$ cat src/host_port_pkg.sv
// Shared constants and carriers for the host bus and multipurpose pin block.
// Assumes one 100 MHz clock and a CPU bus sampled synchronously to it.
package host_port_pkg;

  // Register select decode
  localparam logic [3:0] AltEnAddr  = 4'h4;  // W/R: alternate-function enables
  localparam logic [3:0] IntAddr    = 4'h5;  // R: interrupt status, W: interrupt mask
  localparam logic [3:0] InPortAddr = 4'hD;  // R: input port, W: output configuration
  localparam logic [3:0] SetOutAddr = 4'hE;  // W: set output latch bits
  localparam logic [3:0] ClrOutAddr = 4'hF;  // W: clear output latch bits

  // Output configuration fields
  localparam int Op5AltBit = 5;
  localparam int Op6AltBit = 6;
  localparam int Op7AltBit = 7;

  // Alternate-enable fields; bits 0..6 follow input numbers
  localparam int CtsABit     = 0;
  localparam int CtsBBit     = 1;
  localparam int CtClkBit    = 2;
  localparam int TxAClkBit   = 3;
  localparam int RxAClkBit   = 4;
  localparam int TxBClkBit   = 5;
  localparam int RxBClkBit   = 6;
  localparam int Op5FullBit  = 7;  // 1: fifo full flag, 0: receive ready

  // Values after reset
  localparam logic [7:0] ImrReset   = 8'h00;
  localparam logic [7:0] OpcrReset  = 8'h00;
  localparam logic [7:0] LatchReset = 8'h00;
  localparam logic [7:0] AltReset   = 8'h00;

  localparam int ExtClkCount = 5;  // Inputs 2..6 carry clock alternates

  // Host bus request as seen on the pins
  typedef struct packed {
    logic       csN;
    logic       readStrobeN;
    logic       writeStrobeN;
    logic [3:0] regSelect;
    logic [7:0] wrData;
  } hostReq_t;

  // Pin with output enable; oeN low while the pin is driven
  typedef struct packed {
    logic level;
    logic oeN;
  } drivePin_t;

  // Timing pulses to the serial datapath
  typedef struct packed {
    logic ctExtTick;
    logic txAShift;
    logic rxASample;
    logic txBShift;
    logic rxBSample;
  } clkPulses_t;

  typedef struct packed {
    logic [ExtClkCount-1:0] prev;
  } edgeState_t;

  typedef struct packed {
    logic [7:0] imr;
    logic [7:0] opcr;
    logic [7:0] outLatch;
    logic [7:0] altEn;
    logic       wrSeen;
    logic [7:0] rdData;
    logic       rdOeN;
    drivePin_t  intPin;
    drivePin_t  op5;
    drivePin_t  op6;
    drivePin_t  op7;
    logic       ctsAN;
    logic       ctsBN;
    clkPulses_t pulses;
    logic       linkEnable;
    logic       regWrite;
    logic       regRead;
    logic [3:0] regAddr;
    logic [7:0] regWrData;
  } hostState_t;

endpackage

$ cat src/ext_clk_edge.sv
// Edge finder for the multipurpose inputs that may carry external clocks.
// Assumes inputs already synchronous to ref_clk; outputs are combinational.
module ext_clk_edge (
  input  wire logic                                 ref_clk,
  input  wire logic                                 rst_n,
  input  wire logic [host_port_pkg::ExtClkCount-1:0] level,
  output      logic [host_port_pkg::ExtClkCount-1:0] rise,
  output      logic [host_port_pkg::ExtClkCount-1:0] fall
);

  host_port_pkg::edgeState_t s_q;
  host_port_pkg::edgeState_t s_d;

  // Previous level per input
  always_comb begin
    s_d.prev = level;
  end

  // Reset to low so a high input after reset shows one rise
  always_ff @(posedge ref_clk) begin
    if (!rst_n) begin
      s_q.prev <= '0;
    end else begin
      s_q <= s_d;
    end
  end

  // One edge detector per input
  for (genvar i = 0; i < host_port_pkg::ExtClkCount; i++) begin : g_edge
    assign rise[i] = level[i] & ~s_q.prev[i];
    assign fall[i] = ~level[i] & s_q.prev[i];
  end

endmodule

$ cat src/host_port.sv
// Host bus port, interrupt pin and multipurpose pins of a dual serial controller.
// Assumes CPU strobes synchronous to ref_clk; serial datapath lies outside.
module host_port (
  input  wire logic                      ref_clk,
  input  wire logic                      rst_n,
  input  wire host_port_pkg::hostReq_t   hostReq,
  output      logic [7:0]                hostDataBusOut,
  output      logic                      hostDataBusOeN,
  input  wire logic [7:0]                intSources,
  output      host_port_pkg::drivePin_t  intPin,
  input  wire logic                      chanBRxReady,
  input  wire logic                      chanBRxFifoFull,
  input  wire logic                      chanATxEmpty,
  input  wire logic                      chanBTxEmpty,
  output      host_port_pkg::drivePin_t  multiOut5,
  output      host_port_pkg::drivePin_t  multiOut6,
  output      host_port_pkg::drivePin_t  multiOut7,
  input  wire logic [6:0]                multiIn,
  output      logic                      chanAClearToSendN,
  output      logic                      chanBClearToSendN,
  output      host_port_pkg::clkPulses_t clkPulses,
  output      logic                      linkEnable,
  output      logic                      regWrite,
  output      logic                      regRead,
  output      logic [3:0]                regAddr,
  output      logic [7:0]                regWrData,
  input  wire logic [7:0]                extRdData
);

  host_port_pkg::hostState_t s_q;
  host_port_pkg::hostState_t s_d;

  logic [host_port_pkg::ExtClkCount-1:0] clkRise;
  logic [host_port_pkg::ExtClkCount-1:0] clkFall;

  // Edges on inputs 2..6
  ext_clk_edge u_edge (
    .ref_clk (ref_clk),
    .rst_n   (rst_n),
    .level   (multiIn[6:2]),
    .rise    (clkRise),
    .fall    (clkFall)
  );

  logic       selected;
  logic       wrActive;
  logic       rdActive;
  logic       wrStart;
  logic [7:0] rdMux;
  logic [7:0] inPortView;
  logic       intAny;

  // Bus qualification
  always_comb begin
    selected = ~hostReq.csN;
    // overlap ignored; the design acts on neither strobe if both are low
    wrActive = selected & ~hostReq.writeStrobeN & hostReq.readStrobeN;
    rdActive = selected & ~hostReq.readStrobeN & hostReq.writeStrobeN;
    // One store per strobe, however long it is held
    wrStart  = wrActive & ~s_q.wrSeen;
    inPortView = {1'b0, ~multiIn};
    intAny = |(intSources & s_q.imr);
  end

  always_comb begin
    unique case (hostReq.regSelect)
      host_port_pkg::AltEnAddr:  rdMux = s_q.altEn;
      // raw source view for the host
      host_port_pkg::IntAddr:    rdMux = intSources;
      host_port_pkg::InPortAddr: rdMux = inPortView;
      default:                   rdMux = extRdData;  // Datapath registers
    endcase
  end

  // Next state
  always_comb begin
    s_d = s_q;
    s_d.wrSeen = wrActive;

    // store on first cycle of a write
    if (wrStart) begin
      unique case (hostReq.regSelect)
        host_port_pkg::AltEnAddr:  s_d.altEn = hostReq.wrData;
        host_port_pkg::IntAddr:    s_d.imr   = hostReq.wrData;
        host_port_pkg::InPortAddr: s_d.opcr  = hostReq.wrData;
        // latch set and clear, ones act
        host_port_pkg::SetOutAddr: s_d.outLatch = s_q.outLatch | hostReq.wrData;
        host_port_pkg::ClrOutAddr: s_d.outLatch = s_q.outLatch & ~hostReq.wrData;
        default:                   s_d.altEn = s_q.altEn;  // Datapath owns it
      endcase
    end

    // Write and read notices toward the datapath registers
    s_d.regWrite  = wrStart;
    s_d.regRead   = rdActive;
    s_d.regAddr   = hostReq.regSelect;
    s_d.regWrData = hostReq.wrData;

    // drive bus only during a selected read
    s_d.rdOeN  = ~rdActive;
    // bit 0 stays bit 0, no lane swap
    s_d.rdData = rdActive ? rdMux : 8'h00;

    s_d.intPin.level = 1'b0;
    s_d.intPin.oeN   = ~intAny;

    if (s_q.opcr[host_port_pkg::Op5AltBit]) begin
      s_d.op5.level = 1'b0;
      s_d.op5.oeN   = s_q.altEn[host_port_pkg::Op5FullBit] ? ~chanBRxFifoFull
                                                             : ~chanBRxReady;
    end else begin
      s_d.op5.level = s_q.outLatch[5];
      s_d.op5.oeN   = 1'b0;
    end

    if (s_q.opcr[host_port_pkg::Op6AltBit]) begin
      s_d.op6.level = 1'b0;
      s_d.op6.oeN   = ~chanATxEmpty;
    end else begin
      s_d.op6.level = s_q.outLatch[6];
      s_d.op6.oeN   = 1'b0;
    end

    if (s_q.opcr[host_port_pkg::Op7AltBit]) begin
      s_d.op7.level = 1'b0;
      s_d.op7.oeN   = ~chanBTxEmpty;
    end else begin
      s_d.op7.level = s_q.outLatch[7];
      s_d.op7.oeN   = 1'b0;
    end

    // clear-to-send alternates; disabled means always clear
    s_d.ctsAN = s_q.altEn[host_port_pkg::CtsABit] ? multiIn[0] : 1'b0;
    s_d.ctsBN = s_q.altEn[host_port_pkg::CtsBBit] ? multiIn[1] : 1'b0;

    // counter clock on rising edge of input 2
    s_d.pulses.ctExtTick = s_q.altEn[host_port_pkg::CtClkBit] & clkRise[0];
    s_d.pulses.txAShift  = s_q.altEn[host_port_pkg::TxAClkBit] & clkFall[1];
    s_d.pulses.txBShift  = s_q.altEn[host_port_pkg::TxBClkBit] & clkFall[3];
    s_d.pulses.rxASample = s_q.altEn[host_port_pkg::RxAClkBit] & clkRise[2];
    s_d.pulses.rxBSample = s_q.altEn[host_port_pkg::RxBClkBit] & clkRise[4];

    s_d.linkEnable = 1'b1;
  end

  // State register; pins released and link held off in reset
  always_ff @(posedge ref_clk) begin
    if (!rst_n) begin
      s_q.imr        <= host_port_pkg::ImrReset;
      s_q.opcr       <= host_port_pkg::OpcrReset;
      s_q.outLatch   <= host_port_pkg::LatchReset;
      s_q.altEn      <= host_port_pkg::AltReset;
      s_q.wrSeen     <= 1'b0;
      s_q.rdData     <= 8'h00;
      s_q.rdOeN      <= 1'b1;
      s_q.intPin     <= '{level: 1'b0, oeN: 1'b1};
      s_q.op5        <= '{level: 1'b0, oeN: 1'b1};
      s_q.op6        <= '{level: 1'b0, oeN: 1'b1};
      s_q.op7        <= '{level: 1'b0, oeN: 1'b1};
      s_q.ctsAN      <= 1'b0;
      s_q.ctsBN      <= 1'b0;
      s_q.pulses     <= '0;
      s_q.linkEnable <= 1'b0;
      s_q.regWrite   <= 1'b0;
      s_q.regRead    <= 1'b0;
      s_q.regAddr    <= 4'h0;
      s_q.regWrData  <= 8'h00;
    end else begin
      s_q <= s_d;
    end
  end

  // Every output straight from the state register
  assign hostDataBusOut    = s_q.rdData;
  assign hostDataBusOeN    = s_q.rdOeN;
  assign intPin            = s_q.intPin;
  assign multiOut5         = s_q.op5;
  assign multiOut6         = s_q.op6;
  assign multiOut7         = s_q.op7;
  assign chanAClearToSendN = s_q.ctsAN;
  assign chanBClearToSendN = s_q.ctsBN;
  assign clkPulses         = s_q.pulses;
  assign linkEnable        = s_q.linkEnable;
  assign regWrite          = s_q.regWrite;
  assign regRead           = s_q.regRead;
  assign regAddr           = s_q.regAddr;
  assign regWrData         = s_q.regWrData;

endmodule

$ cat config.mk
export PLATFORM = sky130hd
export DESIGN_NAME = host_port
export DESIGN_NICKNAME = d
export VERILOG_FILES = /design/src/host_port_pkg.sv /design/src/ext_clk_edge.sv /design/src/host_port.sv
export SDC_FILE = /design/constraint.sdc
export NUM_CORES = 1
export LEC_CHECK = 0
export BUFFER_PORTS_ARGS = -buffer_cell sky130_fd_sc_hd__buf_2
export CORE_MARGIN = 4
export CORE_UTILIZATION = 45
export CTS_CLUSTER_DIAMETER = 100
export DETAILED_ROUTE_END_ITERATION = 10
export PLACE_DENSITY = 0.77
export SYNTH_ARGS = -nofsm -noshare
export SYNTH_HDL_FRONTEND = slang
export SYNTH_SLANG_ARGS = --single-unit
$ cat constraint.sdc
create_clock -name ref_clk -period 1.5 [get_ports ref_clk]
set_clock_uncertainty 0.15 [all_clocks]
set_input_delay 0.3 -clock ref_clk [delete_from_list [all_inputs] [get_ports ref_clk]]
set_output_delay 0.3 -clock ref_clk [all_outputs]
set_load 0.02 [all_outputs]
==> results.md, run 1 <==
* Number of buffers inserted by post-CTS setup repair at 0
* Overall routed net length at 5652 um
* Post-Synthesis Net Count at a little over 300
* Share of layout cells above drive strength 1 at 36.70%
* Vertical die dimension at 83.67 um
* Endpoint of the most critical register-to-register path: s_q[67]
* Reg2Reg Depth at 4
* Gpl congestion at 0.8045
* Routed Antenna Nets at 0
* Number of buffers created by CTS at 9
* Endpoint, Worst Hold: regWrData[4]
* Hold Slack at 0.04273 ns
* Root cell of the clock tree: sky130_fd_sc_hd__clkbuf_8
* Unrepaired setup endpoints after global routing: true
* Endpoint kind of the worst setup timing path: flop
* Routed length per placed instance at ~14 um
* Port Buffers at 81
* Relative area change from synthesis to final layout at 21.47%
* Worst setup slack for register-to-register paths at 0.1 ns
* Result of the run: completed
* Total global routing track utilization at roughly 16%
* Portion of the post-synthesis area used by sequential elements at between 50% and 60%
* Sum of overflow across all layers after global routing at 0
* TritonCTS clock tree: yes
* Number of cells in the design after placement at 379
* Source of the worst register-to-register timing path: s_q[39]
* Largest buffer count on any clock path at 2
* Vias/cell at 4.822
* Clock Latency Late Sink at 0.34 ns
* Pin slew with the least headroom to its limit at 0.6463 ns
* Number of endpoints failing setup at the final stage at 0
* Final non-filler cell total at 399
* Cell at the slowest stage of the critical path: sky130_fd_sc_hd__dfxtp_2
* Sinks on the clock net at 66
* Clock-pin slew on the worst setup and hold paths at roughly 0.070 ns
* List of most frequent post-synthesis cells: sky130_fd_sc_hd__dfxtp_1, sky130_fd_sc_hd__nand2_1, sky130_fd_sc_hd__buf_4
* Worst path max stage delay at roughly 0.33 ns
* Starting density of the core at 46.50%
* Upper clock frequency limit at 712.3 MHz
* Maximum fanout along the worst path at 8
* Average size of a mapped cell at 9.909 um2
* First-iteration detailed-routing DRC count at 136
* Number of enable-type register cells in the synthesized netlist at 0
* Flops & latches, synth at 66
* Synth Warn # at 0
* Placed Instance Area at 0.002869 mm2
* Endpoint arrival time on the critical path at 1.47 ns
* Synth Cell Area at ~0.0026 mm2
* Hold path depth at 3
* Initial antenna violation count at 1
* Worst Path Required at 1.57 ns
* Standard cell core area at 0.005540 mm2
* Final Cycle Share at between 90% and 100%
* Number of search-and-repair iterations in the first detailed-routing pass at 4
* HPWL Detailed at 4126 um
* Cell types with the largest area share after synthesis: sky130_fd_sc_hd__dfxtp_1, sky130_fd_sc_hd__buf_4, sky130_fd_sc_hd__mux2i_1
* Largest area contributor in the synthesized netlist: sky130_fd_sc_hd__dfxtp_1
* Most common cell in the netlist: sky130_fd_sc_hd__dfxtp_1
* Dominant register cell in the synthesized netlist: sky130_fd_sc_hd__dfxtp_1
* Leakage power of the design at 1.612 nW
* Power per standard cell area at about 1200 mW/mm2
* Top-area cell type share of the netlist area at 51.29%
* Total count of max-transition violations in the final report at 0
* Worst Min Path Start: hostReq[4]
* Pin count of the biggest net entering global routing at 50
* Minimum clock period after layout at 1.404 ns
* Maximum VDD drop at approximately 0.00061 V
* Number of global-route vias before repair at 1855
* Final net count at about 370
* Number of top-level design ports at 83
* H-Tree Level Count at 3
* Category of the most critical setup path: flop to flop
* Number of max-cap violations at 0
* Number of distinct library cells after synthesis at 26
* CP startpoint kind: flop
* Vias after detailed routing at around 1900
* Total count of hold-check failures in the final report at 0
* Rows at 27
* Async S/R FF share, synth at 0%
* Number of remaining DRC errors at 0
* Path class of the lowest-slack min-delay path: primary input to flop
* ANT cells at 0
* Worst path cell trace: nor4b_4, buf_4, nand4_4, mux2i_1
* First-pass GRT wire length at 9066 um
* Cell count after synthesis at between 200 and 300
* Die Footprint at 0.007000 mm2
* Normalized max-slew margin at 56.91%
* Finished Core Util at 56.48%
* Die W at 83.67 um
* Final standard cell area without fillers at 0.003129 mm2
[per-stage QoR]
| step | setup TNS [ns] | worst slack (ns) | total power [mW] |
|---|---|---|---|
| 3_5_place_dp | -2.464 | -0.1148 | 2.145 |
| 2_1_floorplan | 0 | 0.04257 | 2.033 |
| 5_1_grt | -0.03589 | -0.01281 | 3.880 |
| 4_1_cts | 0 | 0.04508 | 3.773 |
| 3_3_place_gp | -1.829 | -0.08986 | 2.138 |
| 6_report | 0 | 0.09618 | 3.752 |
[cell families (layout without fill, tap and decap cells)]
family	count (synthesis)	in the layout	synth area share, %
compound gates	30	30	8.499
buf+inv	57	124	13.16
flops	66	66	51.29
mux	23	23	8.936
other cells	1	1	0.1456
simple gates	83	83	17.97
[power breakdown]
group / total (mW) / switching, mW / internal (mW)
Combinational: 0.311 / 0.181 / 0.130
Clock: 1.64 / 0.663 / 0.976
Sequential: 1.80 / 0.00997 / 1.79
Total: 3.75 / 0.854 / 2.90
[flip-flops by register name, indices dropped and copies added, names as in the netlist, named ones only]
signal,count
multiOut7,2
hostDataBusOut,8
intPin,1
chanBClearToSendN,1
u_edge.s_q,5
multiOut5,2
regWrite,1
s_q,20
multiOut6,2
regRead,1
regAddr,4
linkEnable,1
hostDataBusOeN,1
regWrData,8
chanAClearToSendN,1
clkPulses,5
[worst max path at each step]
stage,start,to,slack (ns),cells after the start
floorplan,hostReq[14],s_q[61],0.04,3
global placement,hostReq[9],hostDataBusOut[3],-0.09,4
detailed placement,hostReq[9],hostDataBusOut[3],-0.11,4
CTS,s_q[39],s_q[43],0.05,4
global route,s_q[39],s_q[43],-0.01,4
finish,s_q[39],s_q[67],0.1,4
[layout by cell type (no fill, tap or decap), types with 2 or more instances in the layout]
cell type / n
sky130_fd_sc_hd__and3b_1: 3
sky130_fd_sc_hd__bufinv_16: 2
sky130_fd_sc_hd__dlygate4sd3_1: 4
sky130_fd_sc_hd__nor2_1: 9
sky130_fd_sc_hd__nand2b_1: 2
sky130_fd_sc_hd__and3_1: 3
sky130_fd_sc_hd__nor3b_1: 2
sky130_fd_sc_hd__o22ai_1: 7
sky130_fd_sc_hd__clkinv_2: 2
sky130_fd_sc_hd__and4bb_2: 2
sky130_fd_sc_hd__a21oi_1: 2
sky130_fd_sc_hd__o21ai_0: 9
sky130_fd_sc_hd__nand4_1: 5
sky130_fd_sc_hd__clkbuf_8: 10
sky130_fd_sc_hd__nor2b_1: 2
sky130_fd_sc_hd__nand2_1: 41
sky130_fd_sc_hd__o221a_2: 8
sky130_fd_sc_hd__nand4_4: 2
sky130_fd_sc_hd__buf_2: 81
sky130_fd_sc_hd__and2_1: 10
sky130_fd_sc_hd__dfxtp_1: 65
sky130_fd_sc_hd__mux2i_1: 23
sky130_fd_sc_hd__inv_1: 12
sky130_fd_sc_hd__buf_4: 9
sky130_fd_sc_hd__a22oi_1: 4
[metal layers]
layer | track usage [%] | wire (um)
met1 | 21.00 | 2556
met2 | 25.31 | 2617
met3 | 4.344 | 345
met4 | 7.456 | 119
met5 | 0 | 13
[what timing repair did]
item / 4_1_cts / 5_1_grt
endpoints found under the hold margin: 4 / 0
setup endpoints to repair: 0 / 7
resized for setup: 0 / 1
hold buffers: 4 / 0
[worst max-delay path: cells and delay by family (launching register included)]
kind | cells | cell delay [ns]
buf+inv | 1 | 0.19
flops | 1 | 0.33
mux | 1 | 0.18
simple gates | 2 | 0.43
[final cells by class]
cell class / count / area (um2)
clock buffers: 11 / 141.4
clock inverters: 5 / 77.57
fillers: 508 / 2411
inverters: 13 / 48.80
multi-input cells: 137 / 915.9
flip-flops and latches: 66 / 1323
well taps: 72 / 90.09
repair buffers: 95 / 533.0
Power figures use the tool's default switching activity.
==> inputs of run 2 (changes only) <==
--- a/config.mk
+++ b/config.mk
@@ -7,10 +7,11 @@
 export LEC_CHECK = 0
 export BUFFER_PORTS_ARGS = -buffer_cell sky130_fd_sc_hd__buf_2
 export CORE_MARGIN = 4
-export CORE_UTILIZATION = 45
+export CORE_UTILIZATION = 47
+export CTS_BUF_LIST = sky130_fd_sc_hd__clkbuf_2
 export CTS_CLUSTER_DIAMETER = 100
 export DETAILED_ROUTE_END_ITERATION = 10
-export PLACE_DENSITY = 0.77
+export PLACE_DENSITY = 0.8
 export SYNTH_ARGS = -nofsm -noshare
 export SYNTH_HDL_FRONTEND = slang
 export SYNTH_SLANG_ARGS = --single-unit
==> results.md, run 2 (synthesis results as in run 1) <==
* Clock-pin slew on the worst setup and hold paths at 0.18 ns (+0.11 ns)
* Final Cycle Share at 96.28% (+2.7 points)
* Minimum clock period after layout at 1.444 ns (+0.04038 ns)
* Number of buffers created by CTS at 9 (unchanged)
* Initial antenna violation count at 0 (-1)
* NetSw at 796.9 uW (-6.7%)
* Endpoint kind of the worst setup timing path: flop
* TritonCTS clock tree: yes
* HPWL Detailed at 4037 um (-2.1%)
* Hold Slack at 0.02606 ns (-0.01667 ns)
* Worst path max stage delay at 0.53 ns (+0.20 ns)
* Worst Path Buf+Inv at 3 (+2)
* Root cell of the clock tree: sky130_fd_sc_hd__clkbuf_2
* H-Tree Level Count at 3 (unchanged)
* Reg2Reg Depth at 4 (unchanged)
* Seq pwr share at 54.2% (+6.2 points)
* Starting density of the core at 49.50% (+3.0 points)
* Routed length per placed instance at 14.10 um (-0.46%)
* Internal portion of total power at 2.533 mW (-13%)
* Part of the total power dissipated in combinational logic at 11.7% (+3.4 points)
* Number of endpoints failing setup at the final stage at 0 (unchanged)
* Die Footprint at 0.006730 mm2 (-3.9%)
* Clk network pwr share at 34.1% (-9.6 points)
* Routed Antenna Nets at 0 (unchanged)
* Total global routing track utilization at 18.90% (+2.6 points)
* Sum of overflow across all layers after global routing at 0 (unchanged)
* Result of the run: completed
* Pin count of the biggest net entering global routing at 32 (-36%)
* Largest buffer count on any clock path at 2 (unchanged)
* Endpoint arrival time on the critical path at 1.67 ns (+0.20 ns)
* Endpoint, Worst Hold: intPin[0]
* Maximum VDD drop at 0.0005292 V (-13%)
* Sinks on the clock net at 66 (unchanged)
* Worst Min Path Start: intSources[0]
* Vertical die dimension at 82.04 um (-1.9%)
* Category of the most critical setup path: primary input to flop
* CP startpoint kind: primary input
* Total count of hold-check failures in the final report at 0 (unchanged)
* Number of top-level design ports at 83 (unchanged)
* Leakage power of the design at 1.718 nW (+6.6%)
* Overall routed net length at 6049 um (+7.0%)
* Relative area change from synthesis to final layout at 31.71%
* Final net count at 398 (+8.7%)
* Biggest register: s_q
* First-iteration detailed-routing DRC count at 214 (+57%)
* Worst path cell trace: dlygate4sd3_1, buf_2, nor2b_2, buf_4, nand4_4, mux2i_2
* Placed Instance Area at 0.002887 mm2 (+0.61%)
* Die W at 82.04 um (-1.9%)
* Highest-count cells in the layout ignoring fill and taps: sky130_fd_sc_hd__buf_2, sky130_fd_sc_hd__dfxtp_1, sky130_fd_sc_hd__nand2_1
* Number of global-route vias before repair at 2004 (+8.0%)
* Source of the worst register-to-register timing path: s_q[39]
* Cell at the slowest stage of the critical path: sky130_fd_sc_hd__dlygate4sd3_1
* First-pass GRT wire length at 9453 um (+4.3%)
* Upper clock frequency limit at 692.4 MHz (-2.8%)
* Number of search-and-repair iterations in the first detailed-routing pass at 4 (unchanged)
* Port Buffers at 81 (unchanged)
* Most common library cell in the layout ignoring fill and taps: sky130_fd_sc_hd__buf_2
* Vias/cell at 4.895 (+1.5%)
* Switching Share at 23.93% (+1.2 points)
* Finished Core Util at 65.19% (+8.7 points)
* Hold path depth at 4 (+1)
* Clock Latency Late Sink at 0.47 ns (+0.13 ns)
* Path class of the lowest-slack min-delay path: primary input to flop
* Worst setup slack for register-to-register paths at 0.07 ns (-0.03 ns)
* Total count of max-transition violations in the final report at 0 (unchanged)
* Vias after detailed routing at 2100 (+9.1%)
* Endpoint of the most critical register-to-register path: s_q[43]
* Number of remaining DRC errors at 0 (unchanged)
* Gpl congestion at 0.8270 (+2.8%)
* Share of layout cells above drive strength 1 at 35.93% (-0.76 points)
* Rows at 26 (-3.7%)
* Number of flip-flops under the largest register name at 20 (unchanged)
* Power per standard cell area at 981.5 mW/mm2 (-18%)
* Maximum fanout along the worst path at 8 (unchanged)
* Standard cell core area at 0.005205 mm2 (-6.1%)
* ANT cells at 0 (unchanged)
* Number of max-cap violations at 0 (unchanged)
* Family with the most delay on the worst path: buffers and inverters
* Final standard cell area without fillers at 0.003393 mm2 (+8.4%)
* Unrepaired setup endpoints after global routing: true
* Number of buffers inserted by post-CTS setup repair at 0 (unchanged)
* Worst Path Required at 1.73 ns (+0.16 ns)
* Setup tns final at 0 ns (unchanged)
## run 2: changes by cell type in the layout (fill, tap and decap cells not counted), sizes merged
cell / before / now
clkinv: 3 / 4
buf: 91 / 92
clkbuf: 11 / 10
dlygate4sd3: 4 / 35
## run 2: area by class of cell
cell class / count / area, um2
repair buffers: 127 / 873.3
well taps: 70 / 87.58
flip-flops and latches: 66 / 1330
multi-input cells: 137 / 922.1
inverters: 13 / 48.80
fillers: 427 / 1812
clock buffers: 10 / 50.05
clock inverters: 6 / 81.33
## run 2: how the worst max path moves through the flow
stage | startpoint | to | slack [ns] | depth (start not counted)
4_1_cts | hostReq[9] | s_q[63] | 0.009 | 6
2_1_floorplan | hostReq[14] | s_q[61] | 0.04 | 3
5_1_grt | s_q[39] | s_q[61] | -0.005 | 4
3_3_place_gp | hostReq[14] | s_q[68] | -0.05 | 5
3_5_place_dp | hostReq[14] | s_q[63] | -0.07 | 5
6_report | hostReq[9] | s_q[43] | 0.06 | 6
## run 2: stage by stage
stage	setup slack, ns	total power [mW]	cells
5_1_grt	-0.004888	3.465	429
4_1_cts	0.009187	3.338	429
6_report	0.05580	3.330	429
3_5_place_dp	-0.07253	2.148	378
2_1_floorplan	0.04257	2.033	260
3_3_place_gp	-0.04966	2.145	378
## run 2: power by group through the flow
| stage | clock, mW | combinational (mW) | sequential [mW] |
|---|---|---|---|
| after floorplan | 0 | 0.188 | 1.84 |
| after global placement | 0 | 0.304 | 1.84 |
| after detailed placement | 0 | 0.307 | 1.84 |
| after CTS | 1.16 | 0.378 | 1.80 |
| after global routing | 1.23 | 0.419 | 1.81 |
| final | 1.14 | 0.388 | 1.81 |
## run 2: worst reg2reg max path: stages (launching register included)
cell and delay (ns):
sky130_fd_sc_hd__dfxtp_2 0.37, sky130_fd_sc_hd__nor4b_4 0.20, sky130_fd_sc_hd__buf_4 0.19, sky130_fd_sc_hd__nand4_4 0.22, sky130_fd_sc_hd__mux2i_2 0.22
## run 2: repair_timing
item,in CTS,in global routing
resized for setup,0,13
hold endpoints to repair,45,0
hold buffers,35,0
endpoints found under the setup margin,0,15
## run 2: per-layer routing
layer  routed length [um]  vias to the layer above  global-route usage (%)
met4                  150                        0                   10.47
met2                 2937                       91                   29.89
met3                  431                       17                   4.496
met1                 2529                      959                   23.56
met5                    0                        -                       0
li1                     -                     1033                       -
